===== config.mk =====
export PLATFORM = sky130hd
export DESIGN_NAME = evt_timer
export DESIGN_NICKNAME = d
export VERILOG_FILES = /design/src/shared/evt_timer_pkg.sv /design/src/shared/count_if.sv /design/src/hdl/tick_source.sv /design/src/hdl/cascade_counter.sv /design/src/hdl/evt_timer.sv
export SDC_FILE = /design/constraint.sdc
export NUM_CORES = 1
export LEC_CHECK = 0
export BUFFER_PORTS_ARGS = -buffer_cell sky130_fd_sc_hd__clkbuf_2
export CORE_AREA = 2 2 97 99
export DETAILED_ROUTE_END_ITERATION = 8
export DIE_AREA = 0 0 99 101
export GPL_TIMING_DRIVEN = 0
export MAX_ROUTING_LAYER = met4
export PLACE_DENSITY = 0.8
export SYNTH_ARGS = -nofsm -noshare
export SYNTH_HDL_FRONTEND = slang
export SYNTH_SLANG_ARGS = --single-unit

===== constraint.sdc =====
create_clock -name ref_clk -period 4.3 [get_ports ref_clk]
set_input_delay 1.075 -clock ref_clk [delete_from_list [all_inputs] [get_ports ref_clk]]
set_output_delay 1.075 -clock ref_clk [all_outputs]
set_load 0.01 [all_outputs]

===== src/shared/evt_timer_pkg.sv =====
// Package with register map, field positions, reset values and codes of the cascaded event timer.
package evt_timer_pkg;
  // ----------------------------------------------------------------
  // Register word addresses on the slave port
  // ----------------------------------------------------------------
  localparam logic [3:0] ADDR_MODE_CTL = 4'h0;
  localparam logic [3:0] ADDR_SRC_SEL = 4'h1;
  localparam logic [3:0] ADDR_OUT_CTL = 4'h2;
  localparam logic [3:0] ADDR_LOW_MATCH = 4'h3;
  localparam logic [3:0] ADDR_HIGH_MATCH = 4'h4;
  localparam logic [3:0] ADDR_COUNT = 4'h5;
  localparam logic [3:0] ADDR_IRQ_STATUS = 4'h6;
  localparam logic [3:0] ADDR_IRQ_MASK = 4'h7;
  // ----------------------------------------------------------------
  // Field positions
  // ----------------------------------------------------------------
  localparam int RUN_BIT = 0;
  localparam int CASCADE_BIT = 2;
  localparam int WAVE_EN_BIT = 4;
  localparam int LOW_WAVE_EN_BIT = 0;
  localparam int EDGE_FALL_BIT = 4;
  localparam int IRQ_LOW_BIT = 0;
  localparam int IRQ_JOINT_BIT = 1;
  // ----------------------------------------------------------------
  // Reset values
  // ----------------------------------------------------------------
  localparam logic [7:0] MODE_CTL_RST = 8'h00;
  localparam logic [7:0] SRC_SEL_RST = 8'h00;
  localparam logic [7:0] OUT_CTL_RST = 8'h00;
  localparam logic [7:0] MATCH_RST = 8'h00;
  localparam logic [1:0] IRQ_MASK_RST = 2'h3;
  // ----------------------------------------------------------------
  // Source select codes
  // ----------------------------------------------------------------
  localparam logic [3:0] SRC_EXT_A = 4'h0;
  localparam logic [3:0] SRC_EXT_B = 4'h1;
  localparam logic [3:0] SRC_DIV_MIN = 4'h5;
  localparam logic [3:0] SRC_DIV_MAX_CODE = 4'hf;
  localparam int DIV_MAX_LOG2 = 12;
  localparam int DIV_BASE_SHIFT = 4;
  localparam int WAIT_CYCLES = 1;
  // Main clock period in ns and the prescaler tap nominal figures.
  localparam int REF_CLK_NS = 100;
  localparam int MIN_STEP_NS = 2 * REF_CLK_NS;
endpackage


===== src/shared/count_if.sv =====
// Interface carrying the count enable and the event edge pulse between the timer's modules.
`timescale 1ns/1ns
`default_nettype none
interface count_if;
  logic tick;
  logic ext_edge;
  modport src (output tick, output ext_edge);
  modport sink (input tick, input ext_edge);
endinterface
`default_nettype wire


===== src/hdl/tick_source.sv =====
// Prescaler and event edge detector that produce the low counter's count enable.
`timescale 1ns/1ns
`default_nettype none
module tick_source
  import evt_timer_pkg::*;
(
  // Clock and reset
  input wire logic ref_clk,
  input wire logic rst,
  // Control
  input wire logic run,
  input wire logic [3:0] src_sel,
  input wire logic edge_fall,
  // Event pin
  input wire logic event_pulse_input,
  // Tick out
  count_if.src cnt
);
  logic [DIV_MAX_LOG2-1:0] pre_q;
  logic pin_q;
  logic rise_w;
  logic fall_w;
  logic ext_sel_w;
  logic [3:0] shift_w;
  logic div_tick_w;
  logic [DIV_MAX_LOG2-1:0] mask_w;

  // ----------------------------------------------------------------
  // Divider taps
  // ----------------------------------------------------------------
  // Codes 5..14 map to 2^1..2^10; code 15 maps to 2^12.
  assign shift_w = (src_sel == SRC_DIV_MAX_CODE) ? 4'(DIV_MAX_LOG2) : src_sel - 4'(DIV_BASE_SHIFT);
  assign mask_w = DIV_MAX_LOG2'((1 << shift_w) - 1);
  assign div_tick_w = (src_sel >= SRC_DIV_MIN) && ((pre_q & mask_w) == mask_w);
  assign ext_sel_w = (src_sel == SRC_EXT_A) || (src_sel == SRC_EXT_B);
  assign rise_w = event_pulse_input && !pin_q;
  assign fall_w = !event_pulse_input && pin_q;
  assign cnt.ext_edge = ext_sel_w && (edge_fall ? fall_w : rise_w);
  assign cnt.tick = run && (ext_sel_w ? cnt.ext_edge : div_tick_w);

  // Prescaler free-runs; a start therefore lands anywhere in a period.
  always_ff @(posedge ref_clk or posedge rst) begin
    if (rst) begin
      pre_q <= '0;
      pin_q <= 1'b0;
    end else begin
      pre_q <= pre_q + 1'b1;
      pin_q <= event_pulse_input;
    end
  end
endmodule
`default_nettype wire


===== src/hdl/cascade_counter.sv =====
// Cascaded low and high 8-bit counters with joint and low match detection.
`timescale 1ns/1ns
`default_nettype none
module cascade_counter
  import evt_timer_pkg::*;
(
  // Clock and reset
  input wire logic ref_clk,
  input wire logic rst,
  // Control
  input wire logic run,
  input wire logic cascade,
  input wire logic [7:0] low_match_value,
  input wire logic [7:0] high_match_value,
  // Tick in
  count_if.sink cnt,
  // Results
  output logic [15:0] count,
  output logic low_hit,
  output logic joint_hit
);
  logic [7:0] low_count_reg_q;
  logic [7:0] high_count_reg_q;
  logic low_eq_w;
  logic high_eq_w;
  logic low_ovf_w;

  assign low_eq_w = low_count_reg_q == low_match_value;
  assign high_eq_w = high_count_reg_q == high_match_value;
  assign low_ovf_w = cnt.tick && (low_count_reg_q == 8'hff);
  // Match is judged when a count pulse arrives, so a zero compare fires on one pulse.
  assign joint_hit = cnt.tick && cascade && low_eq_w && high_eq_w;
  assign low_hit = cnt.tick && low_eq_w;
  assign count = {high_count_reg_q, low_count_reg_q};

  always_ff @(posedge ref_clk or posedge rst) begin
    if (rst) begin
      low_count_reg_q <= 8'h00;
      high_count_reg_q <= 8'h00;
    end else if (!run) begin
      low_count_reg_q <= low_count_reg_q;
    end else if (joint_hit) begin
      low_count_reg_q <= 8'h00;
      high_count_reg_q <= 8'h00;
    end else if (cnt.tick) begin
      // An equality only clears jointly; a lowered compare is passed by and wraps.
      low_count_reg_q <= low_count_reg_q + 8'h01;
      if (cascade && low_ovf_w) begin
        high_count_reg_q <= high_count_reg_q + 8'h01;
      end
    end
  end

  a_high_follows_ovf: assert property (@(posedge ref_clk) disable iff (rst)
    (run && cascade && low_ovf_w && !joint_hit) |=> (high_count_reg_q == $past(high_count_reg_q) + 8'h01))
    else $error("high counter missed low overflow");
  a_joint_clears: assert property (@(posedge ref_clk) disable iff (rst)
    (run && joint_hit) |=> (count == 16'h0000))
    else $error("joint match did not clear counters");
  a_stop_holds: assert property (@(posedge ref_clk) disable iff (rst)
    !run |=> $stable(count))
    else $error("count moved while stopped");
  a_low_wraps: assert property (@(posedge ref_clk) disable iff (rst)
    (run && cnt.tick && !joint_hit && low_count_reg_q == 8'hff) |=> (low_count_reg_q == 8'h00))
    else $error("low counter did not wrap");
  a_no_high_plain: assert property (@(posedge ref_clk) disable iff (rst)
    (!cascade && !joint_hit) |=> $stable(high_count_reg_q))
    else $error("high counter moved outside cascade");
  a_edge_counts: assert property (@(posedge ref_clk) disable iff (rst)
    (run && cnt.ext_edge && (low_count_reg_q != low_match_value))
    |=> (low_count_reg_q == $past(low_count_reg_q) + 8'h01))
    else $error("event edge did not advance low counter");
endmodule
`default_nettype wire


===== src/hdl/evt_timer.sv =====
// Top of the cascaded 16-bit event timer with its Avalon-MM register slave.
// Behaviour
// - Setting cascade bit 2 of mode control joins both counters into 16 bits.
// - In cascade, counting runs only while run bit 0 of mode control is one.
// - Source bits 0..3 pick event edges or main clock divided 2 to 2^12.
// - With the event source chosen, each valid pin edge adds one to low count.
// - Software chooses rising or falling as the valid event edge.
// - In cascade, each low counter overflow advances the high counter by one.
// - In cascade, joint equality of both counters clears both and raises the joint interrupt.
// - Low equality alone raises the low interrupt and, with low wave enable bit 0 of output control set, toggles the low wave output.
// - With wave enable bit 4 set, the high wave output toggles on joint match.
// - First match after start may be one count clock early or late.
// - A zero compare value is legal; one input pulse matches, and in cascade with both compares zero also clears.
// - A compare lowered below the count is reached only after wrap to zero.
// - The 16-bit count is read in one access capturing both bytes together.
//
// The placing of the registers and the Avalon-MM register port were chosen for this implementation.
`timescale 1ns/1ns
`default_nettype none
module evt_timer
  import evt_timer_pkg::*;
(
  // Clock and reset
  input wire logic ref_clk,
  input wire logic rst,
  // Avalon-MM slave
  input wire logic [3:0] address,
  input wire logic read,
  input wire logic write,
  input wire logic [31:0] writedata,
  input wire logic [3:0] byteenable,
  output logic [31:0] readdata,
  output logic waitrequest,
  output logic [1:0] response,
  // Event pin and wave outputs
  input wire logic event_pulse_input,
  output logic low_wave_output,
  output logic high_wave_output,
  // Interrupt
  output logic irq
);
  logic [7:0] low_timer_mode_ctl_q;
  logic [7:0] count_source_select_q;
  logic [7:0] output_control_q;
  logic [7:0] low_match_value_q;
  logic [7:0] high_match_value_q;
  logic [1:0] irq_status_q;
  logic [1:0] irq_mask_q;
  logic ack_q;
  logic [31:0] rdata_d;
  logic hit_addr_w;
  logic wr_w;
  logic rd_w;
  logic [3:0] word_w;
  logic low_hit_w;
  logic joint_hit_w;
  logic [15:0] count_w;
  logic run_w;
  logic cascade_w;
  logic [1:0] irq_set_w;
  logic [1:0] irq_clr_w;

  count_if cnt_bus();

  // ----------------------------------------------------------------
  // Counting core
  // ----------------------------------------------------------------
  assign run_w = low_timer_mode_ctl_q[RUN_BIT];
  assign cascade_w = low_timer_mode_ctl_q[CASCADE_BIT];

  tick_source u_src (
    .ref_clk(ref_clk),
    .rst(rst),
    .run(run_w),
    .src_sel(count_source_select_q[3:0]),
    .edge_fall(count_source_select_q[EDGE_FALL_BIT]),
    .event_pulse_input(event_pulse_input),
    .cnt(cnt_bus.src)
  );

  cascade_counter u_cnt (
    .ref_clk(ref_clk),
    .rst(rst),
    .run(run_w),
    .cascade(cascade_w),
    .low_match_value(low_match_value_q),
    .high_match_value(high_match_value_q),
    .cnt(cnt_bus.sink),
    .count(count_w),
    .low_hit(low_hit_w),
    .joint_hit(joint_hit_w)
  );

  // ----------------------------------------------------------------
  // Bus decode
  // ----------------------------------------------------------------
  // The slave is word addressed, so eight registers fit the four address bits.
  // Every access waits one cycle so read data come from a flop at the accepting edge.
  assign word_w = address;
  assign hit_addr_w = (word_w <= ADDR_IRQ_MASK);
  assign waitrequest = (read || write) && !ack_q;
  assign wr_w = write && ack_q && hit_addr_w && byteenable[0];
  assign rd_w = read && !ack_q;
  assign irq_set_w = {joint_hit_w, low_hit_w};
  assign irq_clr_w = (wr_w && word_w == ADDR_IRQ_STATUS) ? writedata[1:0] : 2'b00;
  assign irq = |(irq_status_q & ~irq_mask_q);

  always_comb begin
    rdata_d = 32'h0000_0000;
    unique case (word_w)
      ADDR_MODE_CTL: rdata_d[7:0] = low_timer_mode_ctl_q;
      ADDR_SRC_SEL: rdata_d[7:0] = count_source_select_q;
      ADDR_OUT_CTL: rdata_d[7:0] = output_control_q;
      ADDR_LOW_MATCH: rdata_d[7:0] = low_match_value_q;
      ADDR_HIGH_MATCH: rdata_d[7:0] = high_match_value_q;
      ADDR_COUNT: rdata_d[15:0] = count_w;
      ADDR_IRQ_STATUS: rdata_d[1:0] = irq_status_q;
      ADDR_IRQ_MASK: rdata_d[1:0] = irq_mask_q;
      default: rdata_d = 32'h0000_0000;
    endcase
  end

  // ----------------------------------------------------------------
  // Handshake and read data
  // ----------------------------------------------------------------
  always_ff @(posedge ref_clk or posedge rst) begin
    if (rst) begin
      ack_q <= 1'b0;
      readdata <= 32'h0000_0000;
      response <= 2'b00;
    end else begin
      ack_q <= (read || write) && !ack_q;
      if (rd_w) begin
        readdata <= hit_addr_w ? rdata_d : 32'h0000_0000;
      end
      if ((read || write) && !ack_q) begin
        response <= hit_addr_w ? 2'b00 : 2'b10;
      end
    end
  end

  // ----------------------------------------------------------------
  // Control registers
  // ----------------------------------------------------------------
  // Compare writes are taken at any time; stopping first is left to software.
  always_ff @(posedge ref_clk or posedge rst) begin
    if (rst) begin
      low_timer_mode_ctl_q <= MODE_CTL_RST;
      count_source_select_q <= SRC_SEL_RST;
      output_control_q <= OUT_CTL_RST;
      low_match_value_q <= MATCH_RST;
      high_match_value_q <= MATCH_RST;
      irq_mask_q <= IRQ_MASK_RST;
    end else if (wr_w) begin
      unique case (word_w)
        ADDR_MODE_CTL: low_timer_mode_ctl_q <= writedata[7:0];
        ADDR_SRC_SEL: count_source_select_q <= writedata[7:0];
        ADDR_OUT_CTL: output_control_q <= writedata[7:0];
        ADDR_LOW_MATCH: low_match_value_q <= writedata[7:0];
        ADDR_HIGH_MATCH: high_match_value_q <= writedata[7:0];
        ADDR_IRQ_MASK: irq_mask_q <= writedata[1:0];
        default: irq_mask_q <= irq_mask_q;
      endcase
    end
  end

  // ----------------------------------------------------------------
  // Interrupt status and wave outputs
  // ----------------------------------------------------------------
  // A hit in the clearing cycle survives because set is ORed after clear.
  always_ff @(posedge ref_clk or posedge rst) begin
    if (rst) begin
      irq_status_q <= 2'b00;
      low_wave_output <= 1'b0;
      high_wave_output <= 1'b0;
    end else begin
      irq_status_q <= (irq_status_q & ~irq_clr_w) | irq_set_w;
      if (low_hit_w && output_control_q[LOW_WAVE_EN_BIT]) begin
        low_wave_output <= !low_wave_output;
      end
      if (joint_hit_w && output_control_q[WAVE_EN_BIT]) begin
        high_wave_output <= !high_wave_output;
      end
    end
  end

  a_joint_sets_irq: assert property (@(posedge ref_clk) disable iff (rst)
    joint_hit_w |=> irq_status_q[IRQ_JOINT_BIT])
    else $error("joint match lost its status bit");
  a_low_sets_irq: assert property (@(posedge ref_clk) disable iff (rst)
    low_hit_w |=> irq_status_q[IRQ_LOW_BIT])
    else $error("low match lost its status bit");
  a_wave_toggles: assert property (@(posedge ref_clk) disable iff (rst)
    (joint_hit_w && output_control_q[WAVE_EN_BIT]) |=> (high_wave_output != $past(high_wave_output)))
    else $error("high wave output did not toggle");
  a_wave_quiet: assert property (@(posedge ref_clk) disable iff (rst)
    !joint_hit_w |=> $stable(high_wave_output))
    else $error("high wave output moved without joint match");
  a_count_read: assert property (@(posedge ref_clk) disable iff (rst)
    (rd_w && word_w == ADDR_COUNT && hit_addr_w) |=> (readdata[15:0] == $past(count_w)))
    else $error("count read not captured whole");
endmodule
`default_nettype wire


==> results of run 1 <==
==> worst min path at each step <==
stage / startpoint / endpoint / slack, ps / cells after the start
2_1_floorplan: u_src.pre_q[11]$_DFF_PP0_ / u_src.pre_q[11]$_DFF_PP0_ / 450 / 1
3_3_place_gp: low_wave_output$_DFFE_PP0P_ / low_wave_output$_DFFE_PP0P_ / 460 / 1
3_5_place_dp: readdata[0]$_DFFE_PP0P_ / readdata[0]$_DFFE_PP0P_ / 470 / 2
4_1_cts: high_wave_output$_DFFE_PP0P_ / high_wave_output$_DFFE_PP0P_ / 480 / 1
5_1_grt: u_src.pre_q[11]$_DFF_PP0_ / u_src.pre_q[11]$_DFF_PP0_ / 500 / 1
6_report: high_wave_output$_DFFE_PP0P_ / high_wave_output$_DFFE_PP0P_ / 470 / 1
==> routing by layer <==
metal | track usage [%] | vias to the layer above
met5 | - | -
met3 | 4.51 | 28
met4 | 8.96 | 0
li1 | - | 1776
met1 | 33.0 | 1920
met2 | 36.5 | 174
==> power breakdown <==
group | switching [mW] | internal, mW | leakage (nW) | total [mW]
clock network | 0.306 | 0.286 | 0.0899 | 0.592
registers | 0.0603 | 0.944 | 1.23 | 1.00
logic | 0.215 | 0.180 | 1.33 | 0.395
==> cells in the final DEF (no fill, tap or decap), types with 16 or more instances in the layout <==
master,Yosys,layout
xor2_1,16,16
nand3_1,19,19
buf_4,18,18
conb_1,1,17
o21ai_0,34,34
mux2_2,42,42
nor2_1,29,29
dfrtp_1,91,91
nand2_1,34,34
clkbuf_2,0,37
==> logic make-up after synthesis <==
group           Yosys count
xor+xnor                 30
buf+inv                  49
fa+ha+maj                 8
compound gates           88
mux                      51
flops                    93
other cells               1
simple gates            149
==> flip-flops by register name, summed over array words and instances (netlist names) <==
name	flops
readdata	16
u_src.pre_q	12
count_source_select_q	8
high_match_value_q	8
low_match_value_q	8
low_timer_mode_ctl_q	8
output_control_q	8
u_cnt.high_count_reg_q	8
u_cnt.low_count_reg_q	8
irq_mask_q	2
irq_status_q	2
ack_q	1
high_wave_output	1
low_wave_output	1
response	1
u_src.pin_q	1
==> area by class of cell <==
class	instances	area, um^2
plain buffers	39	269
clock buffers	13	149
clock inverters	3	45.0
fillers	727	3400
inverters	10	40.0
multi-input cells	343	2400
flip-flops and latches	93	2330
well taps	111	139
repair buffers	38	213
==> per-stage QoR <==
| stage | utilization, % | setup slack (ps) | instances | power, mW |
|---|---|---|---|---|
| 4_1_cts | 62.2 | 734 | 650 | 1.99 |
| 6_report | 62.2 | 667 | 650 | 1.99 |
| 5_1_grt | 62.2 | 551 | 650 | 2.08 |
| 2_1_floorplan | - | 808 | 485 | 1.29 |
| 3_3_place_gp | 59.7 | -136 | 633 | 1.38 |
| 3_5_place_dp | 60.0 | 809 | 634 | 1.40 |
==> worst reg2reg max path, delay by kind of cell, from the launching register on <==
| kind | cells | cell delay [ps] |
|---|---|---|
| compound gates | 4 | 1040 |
| fa+ha+maj | 2 | 660 |
| buf+inv | 5 | 750 |
| flops | 1 | 440 |
| simple gates | 4 | 640 |
==> flow_summary.yaml, run 1 <==
outcome:
  outcome: "finished, final reports clean"
power_and_ir_drop:
  ir_worst_vdd_mv: 0.174
  power.density_mw_per_mm2: 357
  total_leakage_power_nw: 2.64
die:
  die_y_um: 101
  die_w_um: 99
  core_mm2: 0.00898
  dieArea_mm2: 0.0100
  rows: 35
  start_util_pct: 55.4
  io_pins: 83
synthesis:
  yosysTopAreaCellShare_pct: 45.8
  synth_common_cells: "dfrtp_1, mux2_2, nand2_1, o21ai_0, nor2_1"
  synth_seq_cells: 93
  synthSimpleGateAreaFrac_pct: 15.5
  synth_top_family_by_area: "simple AND/OR/NAND/NOR gates"
  syn_avg_cell_area_um2: 10.6
  synth-xor-area-share_pct: 5.28
  yosys-top-cells-area: "dfrtp_1, mux2_2, o21ai_0"
  muxShareOfSynthArea_pct: 11.8
  synth_largest_area_cell: "dfrtp_1"
  yosysMostFrequentCell: "dfrtp_1"
  ys_types: 57
  synth-compound-area-share_pct: 12.3
  ys_seq_area_share_pct: 46.8
  postSynthCellCount: 469
  synthAdderAreaFrac_pct: 2.01
  syn-cell-area_mm2: 0.00497
  synth_edf_count: 0
  ys_warn_count: 0
  synthArstFlopShare_pct: 100
  ys.flop_type: "dfrtp_1"
cts:
  cts_buffers: 9
  htreeDepth: 3
  cts_setup_buffers: 0
  cts_hold_buffers: 0
  clock_path_buffers: 2
  cts.repair.resized: 0
  clkTransAtPathRegs_ps: 100
  tritoncts: "built"
  clock-root-buffer: "clkbuf_8"
  cts_sinks: 93
  clk_latency_ps: 370
setup_path:
  cp_slowest_stage_delay_ps: 440
  critical_path.slowest_cell: "dfrtp_1"
  crit_family: "compound AO/OA/AOI/OAI gates"
  crit_fanout: 10
  critPathArrivalTime_ps: 3910
  path_depth: 15
  critPathBufInv: 5
  worstSetupStartpoint: "count_source_select_q[2]$_DFFE_PP0P_"
  r2r_end: "u_cnt.high_count_reg_q[7]$_DFFE_PP0P_"
  regToRegSetupSlack_ps: 670
  crit_type: "reg2reg"
  endpoint: "u_cnt.high_count_reg_q[7]$_DFFE_PP0P_"
  required_ps: 4580
  startpoint_type: "register"
  rr_worst_depth: 15
  rr_startpoint: "count_source_select_q[2]$_DFFE_PP0P_"
  crit_path_end_kind: "register"
  crit_chain: "buf_6 > inv_1 > ha_1 > clkbuf_8 > nand4b_1 > ha_1 > nand2_1 > a2bb2oi_1 > nor3_1 > a2111oi_2 > a41oi_2 > or2_1 > buf_6 > buf_8 > o31ai_2"
place:
  gp_congestion: 0.910
  placed_area_mm2: 0.00539
  io_buffers: 37
  dp_hpwl_mm: 8.36
sta:
  tightestPinTransition_ps: 794
  setup_violations: 0
  max_freq_mhz: 275
  rsz0062_at_grt: "false"
  hold_ws_ps: 473
  finalCritPeriodShare_pct: 84.5
  slew_headroom_pct: 46.9
  hold_viol: 0
  fin_crit_ps: 3630
  setup_tns_ps: 0
  skew_ps: 17.2
  slew_violations: 0
drt:
  drtIter0Drc: 325
  drt-vias-per-instance: 6.00
  met2_length_mm: 5.36
  wl_mm: 11.4
  drc: 0
  wl_met3_um: 843
  top_layer: "met4"
  ant_nets: 0
  drt-wirelength-per-cell_um: 17.5
  vias: 3898
  met1_length_mm: 4.98
  first_pass_iters: 5
global_routing:
  grt_pass1_vias: 3775
  grt_pass1_wl_mm: 18.6
  grt_overflow: 0
  antenna_found_initial: 0
  grt_max_degree: 74
  grt_usage_pct: 24.2
finish:
  layout-drive-gt1-share_pct: 25.4
  antenna_cells: 0
  fin_area_mm2: 0.00558
  area_growth_pct: 12.2
  fin_nets: 587
flow_run:
  maxCapViolCount: 0
min_path:
  worstHoldPathType: "reg2reg"
Note: power is estimated with default switching activity, not from simulation.
==> run 2: changes to the inputs <==
Clock period 4.3 ns to 3.35 ns, I/O delays scaled along.
==> run 2 against run 1 <==
Register-to-register slack worse by 610 ps. Sequential cell count unchanged. Sequential power rose by 29%. Total power is 32% higher. Clock skew is 5.3 ps lower. Via count grew 2.5%. Clock power grew 28%.
==> flow_summary.yaml, run 2 (same netlist as run 1, synthesis figures left out) <==
power_and_ir_drop:
  total_leakage_power_nw: 2.67
  power.density_mw_per_mm2: 460
  ir_worst_vdd_mv: 0.223
setup_path:
  regToRegSetupSlack_ps: 60
  crit_path_end_kind: "register"
  r2r_end: "u_cnt.low_count_reg_q[4]$_DFFE_PP0P_"
  required_ps: 3650
  cp_slowest_stage_delay_ps: 460
  critical_path.slowest_cell: "or4b_1"
  rr_worst_depth: 14
  crit_type: "reg2reg"
  rr_startpoint: "count_source_select_q[2]$_DFFE_PP0P_"
  startpoint_type: "register"
  critPathArrivalTime_ps: 3600
  critPathBufInv: 4
  crit_fanout: 7
  crit_chain: "buf_6 > clkinvlp_4 > ha_4 > buf_8 > nand4b_1 > ha_4 > nor2_2 > nor2_2 > o2111ai_2 > a2111oi_2 > a41oi_2 > buf_4 > or4b_1 > nand3_1"
  crit_family: "simple AND/OR/NAND/NOR gates"
sta:
  slew_violations: 0
  hold_ws_ps: 405
  tightestPinTransition_ps: 764
  hold_viol: 0
  skew_ps: 11.9
  setup_tns_ps: 0
  finalCritPeriodShare_pct: 98.3
  fin_crit_ps: 3290
  layout_setup_ws_ps: 56.5
  slew_headroom_pct: 48.9
  rsz0062_at_grt: "true"
  max_freq_mhz: 304
  setup_violations: 0
place:
  dp_hpwl_mm: 8.36
  io_buffers: 37
  place_inst: 634
  gp_congestion: 0.910
  place_ws_ps: -141
  placed_area_mm2: 0.00539
global_routing:
  grt_pass1_vias: 3809
  antenna_found_initial: 0
  grt_usage_pct: 24.5
  grt_overflow: 0
  grt_pass1_wl_mm: 18.8
  grt_max_degree: 74
drt:
  drc: 0
  wl_mm: 11.7
  vias: 3995
  drtIter0Drc: 309
  first_pass_iters: 7
  drt-wirelength-per-cell_um: 17.9
  ant_nets: 0
  drt-vias-per-instance: 6.07
finish:
  layout_commonest_cell: "dfrtp_1"
  antenna_cells: 0
  mostFrequentLayoutCells: "dfrtp_1, mux2_2, clkbuf_2, nand2_1, o21ai_0"
  largest_reg_flops: 16
  fin_nets: 595
  area_growth_pct: 14.7
  fin_area_mm2: 0.00570
  top_register: "readdata"
  layout-drive-gt1-share_pct: 28.3
  final_cells: 658
  fill_cells: 718
  top_regs: "readdata (16), u_src.pre_q (12)"
flow_run:
  maxCapViolCount: 0
cts:
  clock-root-buffer: "clkbuf_8"
  tritoncts: "built"
  cts_buffers: 9
  clock_path_buffers: 2
  cts_sinks: 93
  cts_hold_buffers: 0
  clkTransAtPathRegs_ps: 90
  clk_latency_ps: 370
  htreeDepth: 3
die:
  rows: 35
  die_y_um: 101
  dieArea_mm2: 0.0100
  io_pins: 83
  die_w_um: 99
  start_util_pct: 55.4
  core_mm2: 0.00898
min_path:
  worstHoldPathType: "in2async"
outcome:
  outcome: "finished, final reports clean"
run 2: cell types whose count changed in the layout (fill, tap and decap cells not counted), moves of 2 or more:
cell | before | now
ha_4 | 0 | 2
o21ai_1 | 0 | 3
ha_1 | 8 | 6
o21ai_0 | 34 | 29
buf_4 | 18 | 27
nor2_2 | 0 | 2
o21ai_2 | 0 | 2
nor2_1 | 29 | 27
run 2: worst max-delay path by stage:
| stage | cells past startpoint | end | slack [ps] | startpoint |
|---|---|---|---|---|
| floorplan | 1 | ack_q$_DFF_PP0_ | 100 | rst |
| global placement | 2 | count_source_select_q[7]$_DFFE_PP0P_ | -850 | rst |
| detailed placement | 15 | u_cnt.high_count_reg_q[1]$_DFFE_PP0P_ | -140 | count_source_select_q[2]$_DFFE_PP0P_ |
| CTS | 14 | u_cnt.low_count_reg_q[4]$_DFFE_PP0P_ | 30 | count_source_select_q[2]$_DFFE_PP0P_ |
| global route | 14 | u_cnt.low_count_reg_q[4]$_DFFE_PP0P_ | -60 | count_source_select_q[2]$_DFFE_PP0P_ |
| finish | 14 | u_cnt.low_count_reg_q[4]$_DFFE_PP0P_ | 60 | count_source_select_q[2]$_DFFE_PP0P_ |
run 2: layout make-up:
cell class / instances / area [um^2] / share of cell area, %
repair buffers: 47 / 280 / 4.91
inverters: 10 / 43.8 / 0.768
well taps: 111 / 139 / 2.44
clock inverters: 3 / 45.0 / 0.790
plain buffers: 38 / 259 / 4.54
flip-flops and latches: 93 / 2330 / 40.9
multi-input cells: 343 / 2460 / 43.1
clock buffers: 13 / 149 / 2.61
run 2: layer usage:
layer  wire [um]  global-route usage (%)
met3         896                    4.51
met4         200                    9.06
met1        5100                    33.1
met2        5550                    37.1
met5           0                       -
run 2: where the power goes:
part	total, mW	switching, mW	internal, mW
combinational	0.577	0.300	0.277
clock	0.760	0.393	0.367
sequential	1.29	0.0770	1.21
total	2.62	0.770	1.85
run 2: timing repair:
action	CTS	global route
resized for setup	2	16
buffers inserted	4	5
pin swaps	1	11
setup endpoints to repair	16	16
hold endpoints to repair	0	0
run 2: through the flow:
step | util, % | total power, mW
2_1_floorplan | - | 1.66
3_3_place_gp | 59.7 | 1.77
3_5_place_dp | 60.0 | 1.80
4_1_cts | 62.7 | 2.57
5_1_grt | 63.5 | 2.73
6_report | 63.5 | 2.62
==> run 3: changes to the inputs <==
Clock period 3.35 ns to 3.6 ns, I/O delays scaled along.
==> run 3 against run 2 <==
Hold slack better by 61 ps. Total power down 9.0%. Fmax fell by 6.3%. Clock power down 6.4%. Sequential share of layout area is 0.65 points higher. First-iteration DRC count up 33%. Critical endpoint unchanged. Highest routed layer unchanged.
==> flow_summary.yaml, run 3 (same netlist as run 1, synthesis figures left out) <==
die:
  dieArea_mm2: 0.0100
  start_util_pct: 55.4
  io_pins: 83
  die_y_um: 101
  core_mm2: 0.00898
  die_w_um: 99
  rows: 35
drt:
  drtIter0Drc: 410
  vias: 3953
  wl_mm: 11.6
  met2_length_mm: 5.42
  wl_met3_um: 864
  drt-vias-per-instance: 6.04
  drc: 0
  top_layer: "met4"
  met1_length_mm: 5.01
  drt-wirelength-per-cell_um: 17.7
  first_pass_iters: 5
  ant_nets: 0
place:
  place_ws_ps: 109
  dp_hpwl_mm: 8.36
  gp_congestion: 0.910
  io_buffers: 37
finish:
  top_regs: "readdata (16), u_src.pre_q (12)"
  layout_commonest_cell: "dfrtp_1"
  antenna_cells: 0
  area_growth_pct: 12.9
  largest_reg_flops: 16
  fin_nets: 591
  regArea_mm2: 0.00233
  top_register: "readdata"
  layout-drive-gt1-share_pct: 26.2
  mostFrequentLayoutCells: "dfrtp_1, mux2_2, clkbuf_2, nand2_1, o21ai_0"
  fill_cells: 723
  multi_input_area_mm2: 0.00240
power_and_ir_drop:
  fin_total_pwr_mw: 2.39
  total_leakage_power_nw: 2.66
  power.density_mw_per_mm2: 426
  ir_worst_vdd_mv: 0.207
cts:
  clkTransAtPathRegs_ps: 100
  cts_sinks: 93
  clk_latency_ps: 380
  cts_buffers: 9
  clock-root-buffer: "clkbuf_8"
  clock_path_buffers: 2
  tritoncts: "built"
  htreeDepth: 3
setup_path:
  crit_fanout: 10
  required_ps: 3900
  crit_path_end_kind: "register"
  startpoint_type: "register"
  rr_startpoint: "count_source_select_q[2]$_DFFE_PP0P_"
  critical_path.slowest_cell: "or4b_1"
  rr_worst_depth: 14
  cp_slowest_stage_delay_ps: 500
  regToRegSetupSlack_ps: 80
  crit_type: "reg2reg"
  r2r_end: "u_cnt.low_count_reg_q[4]$_DFFE_PP0P_"
  crit_chain: "buf_6 > inv_1 > ha_2 > clkbuf_8 > nand4b_1 > ha_1 > nand2_1 > a2bb2oi_1 > nor3_1 > a2111oi_2 > a41oi_2 > buf_4 > or4b_1 > nand3_1"
  critPathArrivalTime_ps: 3820
sta:
  slew_headroom_pct: 46.7
  hold_viol: 0
  hold_ws_ps: 466
  layout_setup_ws_ps: 83.5
  slew_violations: 0
  skew_ps: 15.5
  setup_violations: 0
  finalCritPeriodShare_pct: 97.7
  fin_crit_ps: 3520
  setup_tns_ps: 0
  max_freq_mhz: 284
  tightestPinTransition_ps: 797
global_routing:
  grt_pass1_vias: 3775
  grt_overflow: 0
  antenna_found_initial: 0
  grt_max_degree: 74
  grt_pass1_wl_mm: 18.6
  grt_usage_pct: 24.2
min_path:
  worstHoldPathType: "in2async"
outcome:
  outcome: "finished, final reports clean"
flow_run:
  maxCapViolCount: 0
## run 3: worst max-delay path by stage
stage	start	end	slack, ps	cells after the start
finish	count_source_select_q[2]$_DFFE_PP0P_	u_cnt.low_count_reg_q[4]$_DFFE_PP0P_	80	14
global route	count_source_select_q[2]$_DFFE_PP0P_	u_cnt.high_count_reg_q[7]$_DFFE_PP0P_	-10	15
global placement	rst	count_source_select_q[7]$_DFFE_PP0P_	-660	2
CTS	count_source_select_q[2]$_DFFE_PP0P_	u_cnt.high_count_reg_q[7]$_DFFE_PP0P_	30	15
detailed placement	count_source_select_q[2]$_DFFE_PP0P_	u_cnt.high_count_reg_q[1]$_DFFE_PP0P_	110	15
floorplan	rst	ack_q$_DFF_PP0_	280	1
## run 3: repair_timing
action | in CTS | in global routing
setup buffers | 0 | 4
endpoints found under the setup margin | 0 | 14
hold buffers | 0 | 0
gates resized for setup | 0 | 1
## run 3: through the flow
step / instances / cell area [um^2] / util (%)
finish: 654 / 5610 / 62.5
global route: 654 / 5610 / 62.5
CTS: 650 / 5580 / 62.2
detailed placement: 634 / 5390 / 60.0
global placement: 633 / 5360 / 59.7
floorplan: 485 / 5030 / -
## run 3: metal layers
layer	vias up	global-route usage, %
met5	-	-
met4	0	8.96
met3	40	4.51
met2	192	36.5
met1	1938	33.0
li1	1783	-
## run 3: area by class of cell
class                      instances  share of cell area, %
multi-input combinational        343                   42.7
clock inverter                     3                  0.802
buffer                            39                   4.79
inverter                          10                  0.713
clock buffer                      13                   2.65
sequential                        93                   41.5
tap                              111                   2.47
timing repair buffer              42                   4.32
## run 3: report_power, final
group          internal (mW)  leakage [nW]  switching [mW]
logic                  0.219          1.34           0.261
clock network          0.341        0.0899           0.370
registers               1.13          1.23          0.0714
## run 3: critical path: cells and delay by family, from the launching register on
kind | cells | cell delay [ps]
fa+ha+maj | 2 | 640
buf+inv | 4 | 660
compound gates | 3 | 820
simple gates | 5 | 910
flops | 1 | 390
